<file path="config.mk">
export PLATFORM = sky130hd
export DESIGN_NAME = thsc_top
export DESIGN_NICKNAME = d
export VERILOG_FILES = /design/src/design/thsc_pkg.sv /design/src/design/thsc_top.sv
export VERILOG_INCLUDE_DIRS = /design/src /design/src/design
export SDC_FILE = /design/constraint.sdc
export NUM_CORES = 2
export LEC_CHECK = 0
export ABC_AREA = 1
export BUFFER_PORTS_ARGS = -buffer_cell sky130_fd_sc_hd__buf_2
export CORE_MARGIN = 2
export CORE_UTILIZATION = 60
export DETAILED_ROUTE_END_ITERATION = 16
export PLACE_DENSITY = 0.74
export SLEW_MARGIN = 20
export SYNTH_ARGS = -nofsm -noshare
export SYNTH_HDL_FRONTEND = slang
export SYNTH_SLANG_ARGS = --single-unit
</file>
<file path="constraint.sdc">
create_clock -name clock -period 24.5 [get_ports clock]
set_input_delay 4.9 -clock clock [delete_from_list [all_inputs] [get_ports clock]]
set_output_delay 4.9 -clock clock [all_outputs]
set_load 0.01 [all_outputs]
</file>
<file path="src/design/thsc_params.svh">
`ifndef THSC_PARAMS_SVH
`define THSC_PARAMS_SVH

// register word indices (byte address = index * 4)
`define THSC_IDX_CTRL      6'h00
`define THSC_IDX_PER       6'h01
`define THSC_IDX_AMP       6'h02
`define THSC_IDX_OFFSET    6'h03
`define THSC_IDX_CNT       6'h04
`define THSC_IDX_CMP_BASE  4'h2
`define THSC_IDX_BUF_BASE  4'h3

// control register field positions
`define THSC_CTRL_ENABLE   0
`define THSC_CTRL_HR_LO    1
`define THSC_CTRL_HR_HI    2
`define THSC_CTRL_AM_LO    3
`define THSC_CTRL_AM_HI    4
`define THSC_CTRL_AMPLITUDE_APPLY_ENABLE    5
`define THSC_CTRL_SCALE    6
`define THSC_CTRL_W        7

// reset values
`define THSC_RST_CTRL      7'h00
`define THSC_RST_PER       16'hffff
`define THSC_RST_WORD      16'h0000

// arithmetic limits and thresholds
`define THSC_SAT_MAX       16'hffff
`define THSC_FRAC_FULL     16'h8000
`define THSC_FRAC_QUARTER  16'h4000
`define THSC_FRAC_SHIFT    15

// fast clock runs at 4x the peripheral rate
`define THSC_CLK_MHZ       100
`define THSC_PER_DIV       4
`define THSC_PER_LAST      2'h3

`endif

</file>
<file path="src/design/thsc_pkg.sv">
package thsc_pkg;

	// resolution select: off, 4x, 8x, spare code treated as off
	typedef enum logic [1:0] {
		THSC_HR_OFF,
		THSC_HR_4X,
		THSC_HR_8X,
		THSC_HR_SPARE
	} thsc_hires_e;

	// range anchor mode for amplitude and offset
	typedef enum logic [1:0] {
		THSC_AM_CENTER,
		THSC_AM_BOTTOM,
		THSC_AM_TOP,
		THSC_AM_BOTH_ENDS
	} thsc_anchor_e;

	typedef logic [15:0] thsc_word_t;

endpackage : thsc_pkg

</file>
<file path="src/design/thsc_top.sv">
// Contract
// - 4x counts fast rising edges only; 8x counts both edges of that clock
// - resolution select gives 0, 2 or 3 low bits and steps 1, 4, 8
// - overflow and match use upper bits; low bits handled at fast rate
// - only one pulse edge moves; compare low bits set its sub-period position
// - period ignores low bits, so frequency follows the scaled forms
// - counter reads return zero in extension-owned low bits
// - events depend on upper counter bits only
// - hi-res never emits pulse under one peripheral cycle; compare below four silent
// - scaled writes treat compare, buffer, amplitude data as UQ1.15
// - scaled amplitude high-byte write stores fraction times period; reads give product
// - amplitude product above 0xffff saturates to 0xffff
// - cycle after amplitude write, offset recomputed from range anchor mode
// - offset clamped at zero when amplitude exceeds period
// - scaled compare high-byte write stores fraction times amplitude plus offset
// - amplitude off: fraction times period; bottom no offset; center/top add offset
// - both-ends mode picks bottom, period, product or product plus offset
// - compare product above 0xffff saturates to 0xffff
//
// The placing of the registers and register access over Wishbone were chosen for this implementation.
`timescale 1ns/1ps
`include "thsc_params.svh"
module thsc_top
	import thsc_pkg::*;
(
	// clock and reset
	input  wire logic        clock,
	input  wire logic        srst,
	// wishbone classic slave
	input  wire logic        wb_cyc,
	input  wire logic        wb_stb,
	input  wire logic        wb_we,
	input  wire logic [7:0]  wb_adr,
	input  wire logic [3:0]  wb_sel,
	input  wire logic [31:0] wb_wdat,
	output      logic [31:0] wb_rdat,
	output      logic        wb_ack,
	// waveform outputs, first and second half of each fast cycle
	output      logic [3:0]  wave_first,
	output      logic [3:0]  wave_second,
	// event pulses, one fast cycle wide, raised on a peripheral tick
	output      logic        ovf_event,
	output      logic [3:0]  cmp_event
);

	// low-bit mask of the counter for a resolution select
	function automatic thsc_word_t lsb_mask(input logic [1:0] hr);
		case (hr)
			THSC_HR_4X: lsb_mask = 16'hfffc;
			THSC_HR_8X: lsb_mask = 16'hfff8;
			default:    lsb_mask = 16'hffff;
		endcase
	endfunction : lsb_mask

	// saturate an 18-bit result to 16 bits
	function automatic thsc_word_t sat16(input logic [17:0] v);
		sat16 = (|v[17:16]) ? `THSC_SAT_MAX : v[15:0];
	endfunction : sat16

	// UQ1.15 fraction times a 16-bit value, 17 integer bits kept
	function automatic logic [16:0] frac_mul(input thsc_word_t f, input thsc_word_t x);
		logic [31:0] p;
		p = 32'(f) * 32'(x);
		frac_mul = p[31:`THSC_FRAC_SHIFT];
	endfunction : frac_mul

	logic [`THSC_CTRL_W-1:0] ctrl_r;
	thsc_word_t              per_r;
	thsc_word_t              amp_r;
	thsc_word_t              offset_r;
	thsc_word_t              cnt_r;
	thsc_word_t              cmp_r [0:3];
	thsc_word_t              cmpbuf_r [0:3];
	logic [3:0]              bufv_r;
	logic [7:0]              lo_hold_r;
	logic                    offset_pend_r;
	logic                    ack_r;
	logic [31:0]             rdat_r;
	logic [1:0]              ph_r;
	logic [3:0]              wf_r;
	logic [3:0]              ws_r;
	logic                    ovf_r;
	logic [3:0]              cev_r;

	// control fields
	wire         run_en  = ctrl_r[`THSC_CTRL_ENABLE];
	wire [1:0]   hr      = ctrl_r[`THSC_CTRL_HR_HI:`THSC_CTRL_HR_LO];
	wire [1:0]   anchor  = ctrl_r[`THSC_CTRL_AM_HI:`THSC_CTRL_AM_LO];
	wire         amp_use = ctrl_r[`THSC_CTRL_AMPLITUDE_APPLY_ENABLE];
	wire         scale   = ctrl_r[`THSC_CTRL_SCALE];
	wire         hr_on   = (hr == THSC_HR_4X) || (hr == THSC_HR_8X);

	// bus decode; one access per request, ack blocks back-to-back reuse
	wire         req     = wb_cyc && wb_stb && !ack_r;
	wire         wr      = req && wb_we;
	wire [5:0]   idx     = wb_adr[7:2];
	wire         is_ctrl = (idx == `THSC_IDX_CTRL);
	wire         is_per  = (idx == `THSC_IDX_PER);
	wire         is_amp  = (idx == `THSC_IDX_AMP);
	wire         is_off  = (idx == `THSC_IDX_OFFSET);
	wire         is_cnt  = (idx == `THSC_IDX_CNT);
	wire         is_cmp  = (idx[5:2] == `THSC_IDX_CMP_BASE);
	wire         is_buf  = (idx[5:2] == `THSC_IDX_BUF_BASE);
	wire [1:0]   ch      = idx[1:0];
	wire         wr_hi   = wr && wb_sel[1];
	wire         wr_lo   = wr && wb_sel[0] && !wb_sel[1];

	// scaled registers take the low byte from the holding latch on a high-only write
	wire thsc_word_t wdat16 = {wb_wdat[15:8], wb_sel[0] ? wb_wdat[7:0] : lo_hold_r};

	// low-bit view of counter and period
	wire thsc_word_t mask   = lsb_mask(hr);
	wire thsc_word_t cnt_m  = cnt_r & mask;
	wire thsc_word_t per_m  = per_r & mask;
	wire thsc_word_t step   = thsc_word_t'(~mask + 16'h0001);
	wire             per_tk = (ph_r == `THSC_PER_LAST);
	wire             tick   = run_en && per_tk;
	wire             wrap   = (cnt_m >= per_m);
	wire thsc_word_t cnt_nxt = wrap ? `THSC_RST_WORD : thsc_word_t'(cnt_m + step);

	// amplitude scaling: fraction times the current period
	wire [16:0]      amp_prod = frac_mul(wdat16, per_r);
	wire thsc_word_t amp_nxt  = scale ? sat16({1'b0, amp_prod}) : wdat16;

	// offset from anchor mode, never below zero
	wire             amp_big  = (amp_r > per_r);
	wire thsc_word_t per_diff = amp_big ? `THSC_RST_WORD : thsc_word_t'(per_r - amp_r);
	wire thsc_word_t off_nxt  = (anchor == THSC_AM_BOTTOM) ? `THSC_RST_WORD :
	                            (anchor == THSC_AM_CENTER) ? {1'b0, per_diff[15:1]} :
	                            per_diff;

	// compare scaling, done within the write cycle
	wire [16:0]      cp_per   = frac_mul(wdat16, per_r);
	wire [16:0]      cp_amp   = frac_mul(wdat16, amp_r);
	wire thsc_word_t cv_per   = sat16({1'b0, cp_per});
	wire thsc_word_t cv_amp   = sat16({1'b0, cp_amp});
	wire thsc_word_t cv_off   = sat16(18'(cp_amp) + 18'(offset_r));
	wire thsc_word_t cv_both  = (wdat16 == `THSC_RST_WORD) ? `THSC_RST_WORD :
	                            (wdat16 >= `THSC_FRAC_FULL) ? per_r :
	                            (wdat16 >= `THSC_FRAC_QUARTER) ? cv_amp : cv_off;
	wire thsc_word_t cv_anch  = (anchor == THSC_AM_BOTTOM) ? cv_amp :
	                            (anchor == THSC_AM_BOTH_ENDS) ? cv_both : cv_off;
	wire thsc_word_t cmp_nxt  = !scale ? wdat16 : (amp_use ? cv_anch : cv_per);

	// read selection; unmapped words read as zero
	wire thsc_word_t rd16 = is_per ? per_r :
	                        is_amp ? amp_r :
	                        is_off ? offset_r :
	                        is_cnt ? cnt_m :
	                        is_cmp ? cmp_r[ch] :
	                        is_buf ? cmpbuf_r[ch] : `THSC_RST_WORD;
	wire [31:0]      rd_nxt = is_ctrl ? {25'h0000000, ctrl_r} : {16'h0000, rd16};

	// wishbone answer one cycle after the request, dropped the cycle after
	always_ff @(posedge clock) begin
		if (srst) begin
			ack_r  <= 1'b0;
			rdat_r <= 32'h00000000;
		end else begin
			ack_r  <= req;
			rdat_r <= (req && !wb_we) ? rd_nxt : rdat_r;
		end
	end

	// control, period and low-byte holding latch
	always_ff @(posedge clock) begin
		if (srst) begin
			ctrl_r    <= `THSC_RST_CTRL;
			per_r     <= `THSC_RST_PER;
			lo_hold_r <= 8'h00;
		end else begin
			if (wr && is_ctrl && wb_sel[0])
				ctrl_r <= wb_wdat[`THSC_CTRL_W-1:0];
			if (wr && is_per && wb_sel[0])
				per_r[7:0] <= wb_wdat[7:0];
			if (wr && is_per && wb_sel[1])
				per_r[15:8] <= wb_wdat[15:8];
			if (wr_lo && (is_amp || is_cmp || is_buf))
				lo_hold_r <= wb_wdat[7:0];
		end
	end

	// amplitude on the high-byte write, offset one cycle later
	always_ff @(posedge clock) begin
		if (srst) begin
			amp_r         <= `THSC_RST_WORD;
			offset_r      <= `THSC_RST_WORD;
			offset_pend_r <= 1'b0;
		end else begin
			offset_pend_r <= wr_hi && is_amp;
			if (wr_hi && is_amp)
				amp_r <= amp_nxt;
			if (offset_pend_r)
				offset_r <= off_nxt;
		end
	end

	// peripheral tick divider; the phase doubles as the fast sub-slot index
	always_ff @(posedge clock) begin
		if (srst)
			ph_r <= 2'h0;
		else
			ph_r <= ph_r + 2'h1;
	end

	// counter advances on upper bits only, by the resolution step
	always_ff @(posedge clock) begin
		if (srst) begin
			cnt_r <= `THSC_RST_WORD;
			ovf_r <= 1'b0;
		end else begin
			ovf_r <= tick && wrap;
			if (tick)
				cnt_r <= cnt_nxt;
		end
	end

	// per channel: compare, buffer, waveform and match event
	genvar gi;
	generate
		for (gi = 0; gi < 4; gi++) begin : g_ch
			wire thsc_word_t cmp_m  = cmp_r[gi] & mask;
			wire             match  = (cnt_m == cmp_m);
			// fraction in eighths of a peripheral period
			wire [2:0]       frac8  = (hr == THSC_HR_8X) ? cmp_r[gi][2:0] :
			                          (hr == THSC_HR_4X) ? {cmp_r[gi][1:0], 1'b0} : 3'h0;
			wire [2:0]       pos_a  = {ph_r, 1'b0};
			wire [2:0]       pos_b  = {ph_r, 1'b1};
			// sub-period pulses that would start and end inside one tick are dropped
			wire             silent = !run_en || (hr_on && (cmp_m == `THSC_RST_WORD));
			wire             full   = (cnt_m < cmp_m);
			wire             lvl_a  = !silent && (full || (match && (pos_a < frac8)));
			wire             lvl_b  = !silent && (full || (match && (pos_b < frac8)));
			wire             wr_c   = wr_hi && is_cmp && (ch == 2'(gi));
			wire             wr_b   = wr_hi && is_buf && (ch == 2'(gi));
			wire             xfer   = tick && wrap && bufv_r[gi];

			// a fresh write beats the buffer transfer; a buffer write keeps it valid
			always_ff @(posedge clock) begin
				if (srst) begin
					cmp_r[gi]    <= `THSC_RST_WORD;
					cmpbuf_r[gi] <= `THSC_RST_WORD;
					bufv_r[gi]   <= 1'b0;
				end else begin
					if (wr_c)
						cmp_r[gi] <= cmp_nxt;
					else if (xfer)
						cmp_r[gi] <= cmpbuf_r[gi];
					if (wr_b)
						cmpbuf_r[gi] <= cmp_nxt;
					bufv_r[gi] <= wr_b || (bufv_r[gi] && !xfer);
				end
			end

			// outputs are flopped so half-slot samples stay glitch free
			always_ff @(posedge clock) begin
				if (srst) begin
					wf_r[gi]  <= 1'b0;
					ws_r[gi]  <= 1'b0;
					cev_r[gi] <= 1'b0;
				end else begin
					wf_r[gi]  <= lvl_a;
					ws_r[gi]  <= lvl_b;
					cev_r[gi] <= tick && match;
				end
			end
		end
	endgenerate

	// output drive
	assign wb_ack      = ack_r;
	assign wb_rdat     = rdat_r;
	assign wave_first  = wf_r;
	assign wave_second = ws_r;
	assign ovf_event   = ovf_r;
	assign cmp_event   = cev_r;

	// counter reads in 4x never show the owned low bits
	a_cnt_read_low: assert property (@(posedge clock) disable iff (srst)
		(req && !wb_we && is_cnt && (hr == THSC_HR_4X)) |=> (wb_ack && (wb_rdat[1:0] == 2'h0)))
		else $error("counter read shows low bits in 4x");

	// 4x step is four per peripheral tick
	a_step_four: assert property (@(posedge clock) disable iff (srst)
		(tick && !wrap && (hr == THSC_HR_4X) && !wr) |=> (cnt_r == 16'($past(cnt_m) + 16'h0004)))
		else $error("4x counter step is not four");

	// overflow fires exactly as the counter returns to bottom
	a_ovf_bottom: assert property (@(posedge clock) disable iff (srst)
		ovf_event |-> ((cnt_r == 16'h0000) && $past(tick)))
		else $error("overflow without return to bottom");

	// amplitude product saturates
	a_amp_saturate: assert property (@(posedge clock) disable iff (srst)
		(wr_hi && is_amp && scale && amp_prod[16]) |=> (amp_r == 16'hffff))
		else $error("amplitude did not saturate");

	// bottom anchor gives zero offset one cycle after the amplitude write
	a_offset_bottom: assert property (@(posedge clock) disable iff (srst)
		(wr_hi && is_amp && (anchor == THSC_AM_BOTTOM)) |=> ##1 (offset_r == 16'h0000))
		else $error("bottom anchor offset not zero");

	// offset clamps at zero when amplitude exceeds period
	a_offset_clamp: assert property (@(posedge clock) disable iff (srst)
		(offset_pend_r && amp_big) |=> (offset_r == 16'h0000))
		else $error("offset went negative");

	// unscaled compare write stores the data as given
	a_plain_store: assert property (@(posedge clock) disable iff (srst)
		(wr_hi && is_cmp && (ch == 2'h0) && !scale) |=> (cmp_r[0] == $past(wdat16)))
		else $error("unscaled compare altered");

	// both-ends anchor with a full fraction stores the period
	a_both_full: assert property (@(posedge clock) disable iff (srst)
		(wr_hi && is_cmp && (ch == 2'h0) && scale && amp_use && (anchor == THSC_AM_BOTH_ENDS) &&
		 (wdat16 >= 16'h8000)) |=> (cmp_r[0] == $past(per_r)))
		else $error("both-ends full fraction not period");

	// compare below four in hi-res gives no output
	a_tiny_silent: assert property (@(posedge clock) disable iff (srst)
		(hr_on && ((cmp_r[0] & mask) == 16'h0000)) |=> (!wave_first[0] && !wave_second[0]))
		else $error("sub-tick pulse emitted");

	// 8x: a one-eighth fraction is high in the first half slot only
	a_eighth_edge: assert property (@(posedge clock) disable iff (srst)
		(run_en && (hr == THSC_HR_8X) && (ph_r == 2'h0) && (cnt_m == (cmp_r[0] & mask)) &&
		 ((cmp_r[0] & mask) != 16'h0000) && (cmp_r[0][2:0] == 3'h1)) |=> (wave_first[0] && !wave_second[0]))
		else $error("8x half-edge resolution wrong");

	// 8x step is eight per peripheral tick
	a_step_eight: assert property (@(posedge clock) disable iff (srst)
		(tick && !wrap && (hr == THSC_HR_8X) && !wr) |=> (cnt_r == 16'($past(cnt_m) + 16'h0008)))
		else $error("8x counter step is not eight");

	// off and the spare code step by one, so the fine bits never leak into the count
	a_step_one: assert property (@(posedge clock) disable iff (srst)
		(tick && !wrap && !hr_on && !wr) |=> (cnt_r == 16'($past(cnt_m) + 16'h0001)))
		else $error("coarse counter step is not one");

	// a match event only follows a tick whose upper bits matched
	a_match_event: assert property (@(posedge clock) disable iff (srst)
		cmp_event[0] |-> ($past(tick) && $past(g_ch[0].match)))
		else $error("match event without upper-bit match");

endmodule : thsc_top

</file>
==> run summary <==
Critical Path AT = 14.19 ns
CP Class = in -> reg
DRT antenna net count = 0
CTS H-Tree Depth = 1
Final hold vios = 0
Vias = 30.00k
Relative slew slack = 0.2119
Power per cell area = 96.35 nW/um2
Core Rows = 86
DRT Wirelength = 106,200 um
Leakage Power = 18.64 nW
Startpoint types = input pin
Setup Fix Bufs, Post-CTS = 0
Period Utilization, post-route = 0.5670
Peak Freq = 71.99 MHz
Initial DRC count = 3,063
Nets@finish = 5,199
Area Growth Syn to Fin = 5.104%
Final HPWL DP = 83,310 um
RSZ-0062 raised after global routing = no
Post-Place Setup Slack = 10.23 ns
GPL Wtd Cong = 1.007
Synth area leader = fa_1
Setup-failing EPs final = 0
Mapped Avg Cell Area = 7.491 um2
Largest net degree at the start of global routing = 69
Outcome = finished, final reports clean
Synth top area share = 0.2321
Setup crit end kind = flip-flop
Smallest setup slack after layout = 10.61 ns
Slew Viols, Final = 0
Critical Path RT = 24.80 ns
Drt pass-1 iters = 6
DIE WIDTH = 240.2 um
TritonCTS buffer count = 27
Initial antenna violation count = 1
GRT Util Overall = 0.3800
Slowest CP cell = inv_2
Vias per Instance = 5.771
DR DRC count = 0
PortBufs = 58
Max stage delay on crit path = 0.75 ns
Yosys reg bits = 244
Die Ht = 240.2 um
Clk Latency, worst-skew pair = 0.56 ns
Worst slew pin tran = 1.167 ns
Worst VDD drop = 0.0002009 V
Synth Instances = 4,467
Post-Route Skew = 0.01510 ns
Netlist cell types = 59
Class of the most critical hold timing path = reg -> reg
Cell Area, Synth = 33,460 um2
TritonCTS clock tree = built
Min cycle time layout = 13.89 ns
Synth async-reset ratio = 0
Clock buffer depth = 3
Post-CTS sizing = 0
N_diodes = 0
Max FO, Critical Path = 22
Setup TNS = 0 ns
Root cell of the clock tree = clkbuf_16
Post-synthesis sequential area ratio = 0.1843
Die Area = 57,680 um2
CTS Sinks = 244
# Max-Cap Violations = 0
Share of layout cells above drive strength 1 = 0.05730
CTS Hold Buffers Added = 0
Wire length per cell = 20.43 um
Total grt overflow = 0
First-pass GRT wire length = 166,700 um
Vias in the first global route = 29.35k
Top cells by area, synth = fa_1 (23%), nand2_1 (13%), ha_1 (12%)
Synth warn = 0
Top FF cell, synth = edfxtp_1
I/O pins = 95
Core ar. = 55,090 um2
Final Hold Slack = 0.4706 ns
Clock transition at the registers of the reported paths = 0.06 ns
Post-synth EDFFs = 128
Initial core utilization = 0.6074
CP most frequent cell = nand2_1
## worst max-delay path: cells and delay by family
kind / cells / cell delay [ns]
AND/OR/NAND/NOR: 21 / 2.89
adder cells (fa/ha/maj): 9 / 4.06
XOR/XNOR: 1 / 0.30
buffers and inverters: 9 / 1.44
AO/OA/AOI/OAI: 3 / 0.52
## cell usage in the layout, fill, tap and decap left out, types with 11 or more instances in the layout
cell       netlist  final
a21o_1          13     13
a21oi_1        264    264
a22oi_1         16     16
a31oi_1         16     16
buf_2           10     58
buf_4           17     42
clkbuf_16        0     28
clkinv_1        18     22
conb_1           1     16
dfxtp_1        116    116
edfxtp_1       128    128
fa_1           388    388
ha_1           332    332
inv_1          882    881
inv_2           21     22
nand2_1       1134   1134
nand2_2         35     35
nand3_1        110    110
nand4_1         41     41
nor2_1         320    318
nor2_2          13     15
nor3_1          24     24
nor4_1          15     14
o2111ai_1       11     11
o211ai_1        40     40
o21a_1          13     13
o21ai_0        135    135
o21ai_1         26     26
o21bai_1        14     14
o22ai_1         29     29
or2_2           17     17
xnor2_1         16     16
xor2_1          28     28
## metal layers
metal,vias to the layer above,GRT usage,wire (um)
met2,1667,0.5926,46160
met1,14120,0.4953,41160
li1,13850,-,-
met5,-,0,13
met4,2,0.2204,7646
met3,366,0.07279,11240
## registers in the layout, indices dropped and copies added (netlist names)
| signal | count |
|---|---|
| ovf_event | 1 |
| offset_pend_r | 1 |
| wave_first | 4 |
| cmp_event | 4 |
| lo_hold_r | 8 |
| ctrl_r | 7 |
| cmpbuf_r | 64 |
| cmp_r | 64 |
| offset_r | 16 |
| ph_r | 2 |
| per_r | 16 |
| bufv_r | 4 |
| amp_r | 16 |
| wave_second | 4 |
| wb_ack | 1 |
| cnt_r | 16 |
| wb_rdat | 16 |
## logic make-up after synthesis
group                    count (synthesis)  share of synthesized area
adder cells (fa/ha/maj)                720                     0.3563
buffers and inverters                 1102                     0.1266
XOR/XNOR                                44                    0.01152
AND/OR/NAND/NOR                       1739                     0.2144
AO/OA/AOI/OAI                          617                     0.1069
other                                    1                  0.0001121
flip-flops                             244                     0.1843
## stage by stage
stage / power, mW / cell area, um2 / utilization / std cells
after global placement: 2.908 / 34290 / 0.6225 / 5149
final: 3.389 / 35170 / 0.6384 / 5198
after detailed placement: 2.928 / 34290 / 0.6225 / 5149
after CTS: 3.348 / 35170 / 0.6384 / 5198
after global routing: 3.760 / 35170 / 0.6384 / 5198
after floorplan: 2.334 / 33520 / - / 4482
## power by group
group          switching (mW)  internal [mW]  leakage [nW]  total, mW
sequential            0.00574          0.437          2.26      0.443
combinational            1.66          0.871          16.0       2.53
clock                   0.176          0.236         0.421      0.412
## cells in the mapped netlist, drive strengths merged, types with 2 or more instances
master      n
nor4       15
a31oi      16
a221oi      8
nand2    1172
a21boi      2
nor3       27
o2111ai    11
nand4      44
a211oi      6
nor2      334
dfxtp     116
inv       903
a21o       13
xor2       28
and3        2
o21ai     162
a21oi     264
edfxtp    128
o21bai     14
o221ai      9
xnor2      16
nor3b       2
o41ai       4
o21a       13
clkbuf    135
o211ai     42
or3b        2
nand3b      4
o22ai      29
ha        332
buf        46
fa        388
nand3     117
a22oi      16
or2        20
clkinv     18
o311ai      3
## final timing paths
check	startpoint	endpoint	slack, ns	cells past startpoint
setup reg to reg	lo_hold_r[6]	cmp_r[1][2]	14.95	42
hold / removal	wb_rdat[0]	wb_rdat[0]	0.47	2
setup / recovery	wb_sel[0]	cmp_r[1][2]	10.61	43
hold reg to reg	wb_rdat[0]	wb_rdat[0]	0.47	2
## area by class of cell
class | instances | area (um2)
repair buffers | 100 | 605.6
clock inverters | 14 | 130.1
multi-input cells | 3136 | 23130
inverters | 921 | 3457
flip-flops and latches | 244 | 6166
well taps | 748 | 935.9
fillers | 4984 | 19920
clock buffers | 35 | 747.0
No activity file was read; power rests on OpenSTA's default activity.
